File: src/pkg/adc_ctrl_pkg.sv
// shared constants and types of the dual converter control block
// assumes a 100 MHz register clock and pins that change slowly against it
package adc_ctrl_pkg;

  // ************************************************************
  // widths and timing
  // ************************************************************
  localparam int RES_BITS = 12;                   // bits of one converter result
  localparam logic [11:0] CODE_OFFSET = 12'h800;  // two's complement to offset binary
  localparam int CLK_PERIOD_NS = 10;              // pclk period
  localparam int OSC_PERIOD_NS = 40;              // internal bit-decision oscillator period
  // least time, so rounded up; never below one cycle
  localparam logic [7:0] OSC_DIV = 8'((OSC_PERIOD_NS + CLK_PERIOD_NS - 1) / CLK_PERIOD_NS);
  localparam logic [4:0] WORD_BITS = 5'h0C;       // serial clocks per result
  localparam logic [4:0] READ_BITS = 5'h18;       // both results back to back

  // ************************************************************
  // register map (byte addresses, one word each)
  // ************************************************************
  localparam logic [11:0] REG_STATUS = 12'h000;   // sticky events, read clears
  localparam logic [11:0] REG_MASK = 12'h004;     // event enables
  localparam logic [11:0] REG_RESULT = 12'h008;   // last results, first in 11:0
  localparam logic [11:0] REG_STATE = 12'h00C;    // live state of the block
  localparam int RESULT_SECOND_POS = 16;          // second result field position

  // event bit positions, shared by status and mask
  localparam int EV_W = 3;
  localparam int EV_DONE = 0;                     // conversion finished
  localparam int EV_PDOWN = 1;                    // power-down entered
  localparam int EV_READ = 2;                     // serial read closed after a word
  localparam logic [2:0] MASK_RESET = 3'h0;

  // state register field positions
  localparam int STF_BUSY = 0;
  localparam int STF_PDOWN = 1;
  localparam int STF_CHAN = 2;
  localparam int STF_REF = 3;
  localparam int STF_SPAN = 4;                    // two bits

  // synchroniser reset value: trigger, chip select and parked serial clock idle high,
  // so no false edge follows reset
  localparam logic [6:0] SYNC_RESET = 7'h07;

  // ************************************************************
  // types
  // ************************************************************
  typedef enum logic [1:0] {
    ST_TRACK = 2'b00,
    ST_CONVERT = 2'b01,
    ST_POWERDOWN = 2'b11
  } conv_state_t;

  typedef enum logic [1:0] {
    SPAN_BIP10 = 2'b00,
    SPAN_BIP5 = 2'b01,
    SPAN_UNI10 = 2'b10,
    SPAN_UNUSED = 2'b11
  } span_t;

  typedef struct packed {
    logic cs_n;
    logic sclk;
  } serial_in_t;

  typedef struct packed {
    logic [11:0] ch2;
    logic [11:0] ch1;
  } channel_pair_t;

  typedef struct packed {
    logic [11:0] second;
    logic [11:0] first;
  } result_pair_t;

endpackage

File: src/core/sar_core.sv
// one successive approximation converter, bit decisions on an enable tick
// assumes start is a one-cycle pulse and tick comes from the internal divider
`timescale 1ns/1ns
module sar_core (
  // clock and reset
  input wire logic clk,
  input wire logic rst_n,
  // control
  input wire logic start,
  input wire logic tick,
  input wire logic [11:0] sample,
  // answer
  output logic active,
  output logic done,
  output logic [11:0] result
);

  logic [11:0] target;  // held value in offset binary
  logic [11:0] trial;   // bits decided so far
  logic [11:0] probe;   // bit under test
  logic [11:0] cand;    // trial with the probe bit set

  assign cand = trial | probe;

  // ************************************************************
  // bit decisions
  // ************************************************************
  // one decision per tick, msb first; the last decision ends the run
  always_ff @(posedge clk or negedge rst_n) begin
    if (!rst_n) begin
      target <= 12'h000;
      trial <= 12'h000;
      probe <= 12'h000;
      active <= 1'b0;
      done <= 1'b0;
      result <= 12'h000;
    end else begin
      done <= 1'b0;
      if (start) begin
        target <= sample ^ adc_ctrl_pkg::CODE_OFFSET;
        trial <= 12'h000;
        probe <= 12'h800;
        active <= 1'b1;
      end else if (active && tick) begin
        // keep the bit when the trial does not pass the held value
        if (cand <= target) begin
          trial <= cand;
        end
        probe <= probe >> 1;
        if (probe == 12'h001) begin
          active <= 1'b0;
          done <= 1'b1;
          result <= ((cand <= target) ? cand : trial) ^ adc_ctrl_pkg::CODE_OFFSET;
        end
      end
    end
  end
endmodule

File: src/core/dual_conv_ctrl.sv
// control of a dual 12-bit converter: trigger, busy, serial read, apb registers
// assumes pins are asynchronous to pclk and the serial clock is far slower than pclk
`timescale 1ns/1ns

// Summary of operation
// - two 12-bit converters, one shared trigger
// - two single-ended channels per converter
// - trigger falling edge: hold and start both
// - busy high while conversions run
// - busy low when conversions end
// - busy falling returns holds to track
// - bit decisions timed by internal oscillator
// - serial shifting only after conversion finished
// - two data lines, one per converter
// - reference select high: internal reference
// - reference select low: external reference
// - span code selects input span
// - channel select latched at busy rising
// - chip select low enables twelve-clock words
// - trigger low at end: power down
// - results in two's complement
module dual_conv_ctrl (
  // clock and reset
  input wire logic pclk,
  input wire logic presetn,
  // apb slave
  input wire logic [11:0] paddr,
  input wire logic psel,
  input wire logic penable,
  input wire logic pwrite,
  input wire logic [31:0] pwdata,
  output logic [31:0] prdata,
  output logic pready,
  output logic pslverr,
  output logic irq,
  // conversion pins
  input wire logic sample_trigger_n,
  input wire logic channel_select,
  input wire logic span_select_lo,
  input wire logic span_select_hi,
  input wire logic reference_source_select,
  output logic busy,
  // analog front end, levels as codes
  input wire adc_ctrl_pkg::channel_pair_t input_first,
  input wire adc_ctrl_pkg::channel_pair_t input_second,
  output logic track_hold_hold,
  output logic internal_reference_en,
  output adc_ctrl_pkg::span_t span_applied,
  output logic powered_down,
  // serial link
  input wire adc_ctrl_pkg::serial_in_t serial_in,
  output logic result_line_first,
  output logic result_line_first_oe,
  output logic result_line_second,
  output logic result_line_second_oe
);

  // ************************************************************
  // pin synchronisers
  // ************************************************************
  logic [6:0] pins_meta;  // first stage, read only by the second
  logic [6:0] pins_sync;
  logic [47:0] level_meta;
  logic [47:0] level_sync;
  logic trig_s, cs_s, sclk_s, chsel_s, ref_s;
  logic [1:0] span_s;
  logic trig_d, cs_d, sclk_d;  // previous synchronised levels for edges
  logic trig_fall, trig_rise, cs_fall, cs_rise, sclk_fall;

  // two flops for every pin before any logic sees it
  always_ff @(posedge pclk or negedge presetn) begin
    if (!presetn) begin
      pins_meta <= adc_ctrl_pkg::SYNC_RESET;
      pins_sync <= adc_ctrl_pkg::SYNC_RESET;
      level_meta <= 48'h000000000000;
      level_sync <= 48'h000000000000;
    end else begin
      pins_meta <= {span_select_hi, span_select_lo, reference_source_select, channel_select,
                    serial_in.sclk, serial_in.cs_n, sample_trigger_n};
      pins_sync <= pins_meta;
      // input levels are quasi-static while tracking, so a plain pair of flops serves
      level_meta <= {input_second, input_first};
      level_sync <= level_meta;
    end
  end

  assign trig_s = pins_sync[0];
  assign cs_s = pins_sync[1];
  assign sclk_s = pins_sync[2];
  assign chsel_s = pins_sync[3];
  assign ref_s = pins_sync[4];
  assign span_s = pins_sync[6:5];

  // edge detection on the synchronised levels only
  always_ff @(posedge pclk or negedge presetn) begin
    if (!presetn) begin
      trig_d <= 1'b1;
      cs_d <= 1'b1;
      sclk_d <= 1'b1;
    end else begin
      trig_d <= trig_s;
      cs_d <= cs_s;
      sclk_d <= sclk_s;
    end
  end

  assign trig_fall = trig_d & ~trig_s;
  assign trig_rise = ~trig_d & trig_s;
  assign cs_fall = cs_d & ~cs_s;
  assign cs_rise = ~cs_d & cs_s;
  assign sclk_fall = sclk_d & ~sclk_s;

  // ************************************************************
  // internal oscillator and converters
  // ************************************************************
  adc_ctrl_pkg::conv_state_t state;
  logic start;          // one-cycle start of both converters
  logic [7:0] osc_cnt;  // divider of the internal oscillator
  logic osc_tick;
  logic chan_sel;       // channel pair for the next conversion
  logic [11:0] pick_first, pick_second;
  logic done_first, done_second, act_first, act_second;
  adc_ctrl_pkg::result_pair_t res_now;  // converter outputs
  adc_ctrl_pkg::result_pair_t res_last; // results kept for reading

  assign start = (state == adc_ctrl_pkg::ST_TRACK) && trig_fall;

  always_ff @(posedge pclk or negedge presetn) begin
    if (!presetn) begin
      osc_cnt <= 8'h00;
      osc_tick <= 1'b0;
    end else if (state != adc_ctrl_pkg::ST_CONVERT) begin
      osc_cnt <= 8'h00;
      osc_tick <= 1'b0;
    end else begin
      osc_tick <= (osc_cnt == adc_ctrl_pkg::OSC_DIV - 8'h01);
      osc_cnt <= (osc_cnt == adc_ctrl_pkg::OSC_DIV - 8'h01) ? 8'h00 : osc_cnt + 8'h01;
    end
  end

  // two single-ended channels on each converter
  assign pick_first = chan_sel ? level_sync[23:12] : level_sync[11:0];
  assign pick_second = chan_sel ? level_sync[47:36] : level_sync[35:24];

  sar_core conv_first (
    .clk(pclk),
    .rst_n(presetn),
    .start(start),
    .tick(osc_tick),
    .sample(pick_first),
    .active(act_first),
    .done(done_first),
    .result(res_now.first)
  );

  sar_core conv_second (
    .clk(pclk),
    .rst_n(presetn),
    .start(start),
    .tick(osc_tick),
    .sample(pick_second),
    .active(act_second),
    .done(done_second),
    .result(res_now.second)
  );

  // results become readable only once both are done
  always_ff @(posedge pclk or negedge presetn) begin
    if (!presetn) begin
      res_last <= 24'h000000;
    end else if (done_first) begin
      res_last <= res_now;
    end
  end

  // ************************************************************
  // conversion sequence
  // ************************************************************
  // track, convert, optional power-down; busy and hold follow the state
  always_ff @(posedge pclk or negedge presetn) begin
    if (!presetn) begin
      state <= adc_ctrl_pkg::ST_TRACK;
      busy <= 1'b0;
      track_hold_hold <= 1'b0;
      powered_down <= 1'b0;
    end else begin
      case (state)
        adc_ctrl_pkg::ST_TRACK: begin
          if (trig_fall) begin
            state <= adc_ctrl_pkg::ST_CONVERT;
            track_hold_hold <= 1'b1;
            busy <= 1'b1;
          end
        end
        adc_ctrl_pkg::ST_CONVERT: begin
          if (done_first) begin
            busy <= 1'b0;
            track_hold_hold <= 1'b0;
            if (!trig_s) begin
              state <= adc_ctrl_pkg::ST_POWERDOWN;
              powered_down <= 1'b1;
            end else begin
              state <= adc_ctrl_pkg::ST_TRACK;
            end
          end
        end
        adc_ctrl_pkg::ST_POWERDOWN: begin
          if (trig_rise) begin
            state <= adc_ctrl_pkg::ST_TRACK;
            powered_down <= 1'b0;
          end
        end
        default: begin
          state <= adc_ctrl_pkg::ST_TRACK;
          busy <= 1'b0;
          track_hold_hold <= 1'b0;
          powered_down <= 1'b0;
        end
      endcase
    end
  end

  always_ff @(posedge pclk or negedge presetn) begin
    if (!presetn) begin
      chan_sel <= 1'b0;
    end else if (start) begin
      // the start cycle is the edge on which busy rises; this sample has already
      // been taken, so the new pair applies to the following conversion
      chan_sel <= chsel_s;
    end
  end

  // span taken at hold, code 11 keeps the old span
  always_ff @(posedge pclk or negedge presetn) begin
    if (!presetn) begin
      span_applied <= adc_ctrl_pkg::SPAN_BIP10;
    end else if (start && span_s != adc_ctrl_pkg::SPAN_UNUSED) begin
      span_applied <= adc_ctrl_pkg::span_t'(span_s);
    end
  end

  always_ff @(posedge pclk or negedge presetn) begin
    if (!presetn) begin
      internal_reference_en <= 1'b0;
    end else begin
      internal_reference_en <= ref_s;
    end
  end

  // ************************************************************
  // serial read
  // ************************************************************
  logic [23:0] shift_first, shift_second;
  logic [4:0] bit_cnt;  // serial clocks seen in this frame

  always_ff @(posedge pclk or negedge presetn) begin
    if (!presetn) begin
      result_line_first_oe <= 1'b0;
      result_line_second_oe <= 1'b0;
    end else begin
      result_line_first_oe <= ~cs_s;
      result_line_second_oe <= ~cs_s;
    end
  end

  // each line starts with its own converter, then the other one
  always_ff @(posedge pclk or negedge presetn) begin
    if (!presetn) begin
      shift_first <= 24'h000000;
      shift_second <= 24'h000000;
      bit_cnt <= 5'h00;
    end else if (cs_fall) begin
      shift_first <= {res_last.first, res_last.second};
      shift_second <= {res_last.second, res_last.first};
      bit_cnt <= 5'h00;
    end else if (!cs_s && sclk_fall && !busy && bit_cnt != adc_ctrl_pkg::READ_BITS) begin
      shift_first <= {shift_first[22:0], 1'b0};
      shift_second <= {shift_second[22:0], 1'b0};
      bit_cnt <= bit_cnt + 5'h01;
    end
  end

  // line levels registered from the shift msb
  always_ff @(posedge pclk or negedge presetn) begin
    if (!presetn) begin
      result_line_first <= 1'b0;
      result_line_second <= 1'b0;
    end else begin
      result_line_first <= shift_first[23];
      result_line_second <= shift_second[23];
    end
  end

  // ************************************************************
  // events, apb registers and interrupt
  // ************************************************************
  logic [2:0] status, mask, events, clr_bits;
  logic setup, access_wr, access_rd;

  assign events = {cs_rise && bit_cnt >= adc_ctrl_pkg::WORD_BITS,
                   done_first && !trig_s, done_first};
  assign setup = psel & ~penable;
  assign access_wr = psel & penable & pready & pwrite;
  assign access_rd = psel & penable & pready & ~pwrite;
  // only the bits shown to software are cleared, so a new event is never lost
  assign clr_bits = (access_rd && paddr == adc_ctrl_pkg::REG_STATUS) ? prdata[2:0] : 3'h0;

  // sticky status, set wins over read clear
  always_ff @(posedge pclk or negedge presetn) begin
    if (!presetn) begin
      status <= 3'h0;
    end else begin
      status <= (status & ~clr_bits) | events;
    end
  end

  // mask register, the only writable one
  always_ff @(posedge pclk or negedge presetn) begin
    if (!presetn) begin
      mask <= adc_ctrl_pkg::MASK_RESET;
    end else if (access_wr && paddr == adc_ctrl_pkg::REG_MASK) begin
      mask <= pwdata[2:0];
    end
  end

  // fixed zero-wait answer: data and ready set up during the setup cycle
  always_ff @(posedge pclk or negedge presetn) begin
    if (!presetn) begin
      pready <= 1'b0;
      pslverr <= 1'b0;
      prdata <= 32'h00000000;
    end else begin
      pready <= setup;
      pslverr <= 1'b0;
      prdata <= 32'h00000000;
      if (setup) begin
        case (paddr)
          adc_ctrl_pkg::REG_STATUS: prdata <= {29'h0, status};
          adc_ctrl_pkg::REG_MASK: prdata <= {29'h0, mask};
          adc_ctrl_pkg::REG_RESULT: prdata <= {4'h0, res_last.second, 4'h0, res_last.first};
          adc_ctrl_pkg::REG_STATE: prdata <= {26'h0, span_applied, internal_reference_en,
                                             chan_sel, powered_down, busy};
          default: pslverr <= 1'b1;
        endcase
      end
    end
  end

  // level interrupt from any unmasked sticky bit
  always_ff @(posedge pclk or negedge presetn) begin
    if (!presetn) begin
      irq <= 1'b0;
    end else begin
      irq <= |(status & mask);
    end
  end
endmodule

File: config.mk
export PLATFORM = sky130hd
export DESIGN_NAME = dual_conv_ctrl
export DESIGN_NICKNAME = d
export VERILOG_FILES = /design/src/pkg/adc_ctrl_pkg.sv /design/src/core/sar_core.sv /design/src/core/dual_conv_ctrl.sv
export SDC_FILE = /design/constraint.sdc
export NUM_CORES = 1
export LEC_CHECK = 0
export BUFFER_PORTS_ARGS = -buffer_cell sky130_fd_sc_hd__buf_2
export CORE_MARGIN = 5
export CORE_UTILIZATION = 40
export CTS_BUF_LIST = sky130_fd_sc_hd__clkbuf_4
export DETAILED_ROUTE_END_ITERATION = 10
export PLACE_DENSITY_LB_ADDON = 0.15
export SYNTH_ARGS = -nofsm -noshare
export SYNTH_HDL_FRONTEND = slang
export SYNTH_SLANG_ARGS = --single-unit
File: constraint.sdc
create_clock -name pclk -period 2.55 [get_ports pclk]
set_input_delay 0.51 -clock pclk [delete_from_list [all_inputs] [get_ports pclk]]
set_output_delay 0.51 -clock pclk [all_outputs]
set_load 0.1 [all_outputs]
Word-level counts from Yosys, hierarchy flattened
Index checks and enable logic that the tools add are counted.
- input bits: 104
- word-level logic and storage cells: 167
- register bits: 350
- output and inout bits: 45
- $lt $le $gt $ge: 3
- add/sub/neg operators: 2
- bitwise gates (word level): 30
- mux-type cells: 47
- equal/unequal tests: 15
- reductions and logical operators: 30
- operator list (operator ; count):
    12-bit two-way mux ; 12
    28-bit case mux with 4 select lines ; 1
    24-bit two-way mux ; 4
    32-bit two-way mux ; 1
    12-bit by 1-bit == test with 1-bit output (second input constant) ; 2
    12-bit by 4-bit == test with 1-bit output (second input constant) ; 2
    12-bit less-or-equal comparator ; 2
    12-bit bitwise OR ; 2
    1-bit two-way mux ; 17
    8-bit two-way mux ; 2
    1-bit NOT ; 14
    12-bit by 3-bit == test with 1-bit output (second input constant) ; 1
    12-bit logical NOT ; 1
    3-bit AND reduction ; 4
    1-bit logical AND ; 11
    1-bit bitwise AND ; 10
    5-bit two-way mux ; 2
    2-bit nonzero test ; 5
    8-bit by 1-bit adder with 8-bit output (second input constant) ; 1
    8-bit by 2-bit == test with 1-bit output (second input constant) ; 1
    2-bit two-way mux ; 4
    2-bit inequality test (second input constant) ; 4
    3-bit bitwise AND ; 2
    1-bit case mux with 3 select lines ; 2
    16 further kinds ; 20

Longest topological paths before layout
- word-level depth: 8
- mapped depth: 10
- depth with buffers taken out: 8

Modules after synthesis
From an unflattened synthesis, not the netlist that was laid out.
- cells, all modules: 1026
- area total of the unflattened synthesis: 13362.8 um^2
- by module, submodules not included (module ; area each (um^2) ; cells an instance ; instances ; seq. area each (um^2)):
    dual_conv_ctrl ; 8494.4 ; 544 ; 1 ; 6092.1
    sar_core at conv_second ; 2467.4 ; 247 ; 1 ; 1251.2
    sar_core at conv_first ; 2401.1 ; 235 ; 1 ; 1251.2

Worst setup path after synthesis
No wires, ideal clock.
- kind: reg2reg
- start point: register conv_first.probe[10]
- end point: register conv_first.trial[10]
- setup time: 0.119 ns
- stages on the path, launching flop included: 10
- path slack: 0.238 ns
- period minus slack after synthesis: 2.312 ns
- path buffers: 1
- data arrival time: 2.193 ns
- required time: 2.431 ns
- cell sequence: dfrtp_1 or2_2 ha_1 nand4_1 nor3_1 o31ai_1 a32oi_1 clkbuf_1 nor2_1 o21a_1
- longest elaborated chain between the ends: 5
- ends and longest elaborated chain (what ; line ; RTL):
    start, declared ; sar_core.sv:20 ; logic [11:0] probe;
    start signal, assigned ; sar_core.sv:49 ; probe <= probe >> 1;
    12-bit bitwise OR * ; sar_core.sv:23 ; assign cand = trial | probe;
    12-bit less-or-equal comparator ; sar_core.sv:46 ; if (cand <= target) begin
    12-bit two-way mux * ; sar_core.sv:46 ;
    12-bit two-way mux * ; sar_core.sv:44 ; end else if (active && tick) begin
    12-bit two-way mux * ; sar_core.sv:39 ; if (start) begin
    end signal, assigned ; sar_core.sv:47 ; trial <= cand;
    end, declared ; sar_core.sv:19 ; logic [11:0] trial;
Mark *: on every way between the ends. The rest lies on a longest branch, timed or not. The select of a mux whose other input is x is not followed.
A chain may end at the register's enable or synchronous reset.

Worst setup path after layout
- start point: register conv_first.probe[10]
- end point: register conv_first.trial[2]
- longest elaborated chain between the ends: 5
- ends and longest elaborated chain (what ; line):
    12-bit bitwise OR ; sar_core.sv:23
    12-bit less-or-equal comparator ; sar_core.sv:46
    12-bit two-way mux (3 in a row) ; -
Every way passes these cells. The select of a mux whose other input is x is not followed.

==> reports/qor.txt <==
status = finished, final reports clean
maximum clock frequency = 431 MHz
Reg-to-Reg Start = conv_first.probe[10]
die area = 36000 sq um
Max-cap violations = 0
grt total ovfl = 0
top_reg_cell synth = dfrtp_1
clk sinks = 342
Port Buf Inserts = 111
Worst path max stage delay = 410 ps
largest net degree at the start of global routing = 72
crit path time final = 2320 ps
count of different cell masters after synthesis = 52
Crit Path Max Fanout = 13
Yosys reg bits = 342
post-detail-place hpwl = 15600 um
commonest non-fill, non-tap cell in the layout = dfrtp_1
worst skew pair latency = 700 ps
Sw Ratio = 27.5%
CTS max path bufs = 3
Max stage delay cell, worst path = dfrtp_1
Final setup viols = 0
Leak = 7.80 nW
Fillers = 2945
FF-to-FF End = conv_first.trial[2]
routed length per instance = 13.8 um
CP top delay family = simple AND/OR/NAND/NOR gates
layout cells sized above 1 = 27.1%
Detailed Route Iter0 Violations = 303
Startpoint Class = register
asr flop ratio synth = 100%
CP Class = reg -> reg
Gate power share = 14.7%
vias per inst = 4.66
cell row count = 65
R2R depth = 9
most frequent cells in the layout = dfrtp_1, nand2_1, clkbuf_4, buf_2, nor2_1
All-Layer GR Usage = 14.4%
drt drc = 0
initial antenna violation count = 1
Initial Util = 40.7%
hold endpoint = pslverr
RSZ-0062 raised after global routing = no
area leader, netlist = dfrtp_1
critical path endpoint category = register
nets = 1452
CTS H-tree depth = 3
# IOs = 149
Clock Root Buffer = clkbuf_4
Hold Path Class = in -> reg
top cells by area, synth = dfrtp_1, nand2_1, mux2_2
CTS Buf Count = 91
vias in the first global route = 8651
Flop pwr share = 47.8%
Setup TNS = 0 ps
Hold Path Cell Cnt = 3
Core Region = 31700 sq um
Die Span X = 190 um
worst clock skew = 40.2 ps
sequence of cells on the critical path = or2_2 -> ha_1 -> nand4_1 -> nor3_2 -> o31ai_1 -> a32oi_1 -> buf_4 -> nor2_1 -> o21a_1
share of the synthesized area in the top cell type = 64.6%
Pins Over Slew Limit = 0
Internal = 0.00935 W
Final Cycle Share = 90.9%
Synth warnings = 0
GP Congestion = 0.772
Hold Fails Final Rpt = 0
Clock Pin Slew Worst Setup and Hold Paths = 70 ps
worst path bufs/invs = 1
Critical Path AT = 2890 ps
VDD IR max = 371 uV
die height = 190 um
Post-CTS Setup Bufs = 0
Slew @ Worst Pin = 735 ps
EDFF count, synth = 0
global-route wire length before repair = 42700 um
Synth Instances = 1082
P per Cell Area = 816 nW/um^2
Data required, critical path = 3120 ps
post-synthesis sequential area ratio = 66.4%
slew margin rel. = 50.9%
drt total wl = 24700 um
Netlist Area Pre-Place = 12900 sq um
Syn-to-layout area delta = 22.5%
CTS tree = built
hold wc startpoint = paddr[11]
DR pass1 iterations = 4
net load switching power = 0.00355 W
FF-to-FF setup slack = 230 ps
Design Power = 0.0129 W
Syn Area/Cell = 11.9 sq um
Clock Power Share = 37.5%
Antenna Nets Post-Route = 0
Vias = 8329
==> layer usage <==
layer / GRT usage [%] / up-vias / wire length (um)
met1: 20.6 / 3931 / 12200
met2: 20.6 / 192 / 10700
met4: 6.68 / 0 / 753
met5: 0 / - / 0
li1: - / 4145 / -
met3: 3.56 / 61 / 1150
==> power groups by stage <==
stage               Combinational, W  Sequential, W  Clock [W]
floorplan                    0.00118        0.00626          0
global placement             0.00182        0.00626          0
detailed placement           0.00185        0.00627          0
CTS                          0.00193        0.00617    0.00506
global route                 0.00218        0.00623    0.00536
finish                       0.00190        0.00617    0.00483
==> worst max-delay path by stage <==
stage,from,endpoint,slack (ps),depth (start not counted)
after floorplan,conv_first.probe[10],conv_first.trial[10],240,9
after global placement,paddr[7],mask[2],140,6
after detailed placement,paddr[7],mask[0],150,6
after CTS,conv_first.probe[10],conv_first.trial[2],110,9
after global routing,conv_first.probe[10],conv_first.trial[6],40,9
final,conv_first.probe[10],conv_first.trial[2],230,9
==> synthesized netlist by cell type (3+ instances only) <==
library cell and n:
dfrtp_1 333, nand2_1 211, nor2_1 67, a31oi_1 45, mux2_2 44, o21ai_0 44
a21oi_1 40, clkbuf_1 33, inv_1 33, mux2i_1 31, ha_1 27, and2_1 22
or2_2 22, buf_4 12, o21a_1 12, dfstp_2 9, nor2b_1 9, buf_2 8
nand3_1 8, xor2_1 7, and3_1 6, nand4_1 6, nor3_1 5, buf_1 4
nor4b_1 4, a21o_1 3, mux2_1 3, mux4_2 3, nor4_1 3, xnor2_1 3
==> registers in the layout (all words and copies together) (netlist names), 3 cells and up <==
register / count
prdata: 24
conv_second.trial: 12
bit_cnt: 5
shift_second: 24
conv_first.probe: 12
status: 3
res_last: 24
level_meta: 48
shift_first: 24
pins_meta: 7
conv_second.probe: 12
pins_sync: 7
osc_cnt: 8
conv_first.trial: 12
conv_first.result: 12
conv_first.target: 12
conv_second.target: 12
mask: 3
conv_second.result: 12
level_sync: 48
==> what timing repair did <==
item | 4_1_cts | 5_1_grt
endpoints found under the setup margin | 0 | 10
endpoints found under the hold margin | 108 | 0
resized for setup | 0 | 1
hold buffers | 60 | 0
==> tightest hold or removal path, stage by stage <==
cell and delay (ps):
buf_2 100, nor4_4 60, nor2b_1 100
==> cells by family after synthesis <==
kind of cell	after synthesis	synth area share, %
flops	342	66.4
fa+ha+maj	27	2.62
xor+xnor	10	0.679
mux	81	7.03
buf+inv	91	3.13
simple gates	377	13.2
other cells	1	0.0291
compound gates	153	6.87
==> layout make-up <==
| type | count | area (sq um) | share of cell area [%] |
|---|---|---|---|
| clock buffers | 142 | 1070 | 6.75 |
| inverters | 33 | 124 | 0.784 |
| diodes | 1 | 2.50 | 0.0158 |
| repair buffers | 197 | 1450 | 9.17 |
| well taps | 402 | 503 | 3.18 |
| multi-input cells | 656 | 3970 | 25.1 |
| clock inverters | 16 | 124 | 0.784 |
| flip-flops and latches | 342 | 8570 | 54.2 |
==> through the flow <==
step,utilization [%],instance area [sq um],setup slack (ps),instances,hold slack [ps]
final,49.8,15800,231,1789,109
after global routing,49.8,15800,37.6,1789,61.2
after CTS,49.8,15800,115,1788,44.1
after detailed placement,44.2,14000,149,1570,335
after global placement,44.2,14000,143,1570,331
after floorplan,-,12900,238,1089,214
Power figures use the tool's default switching activity.
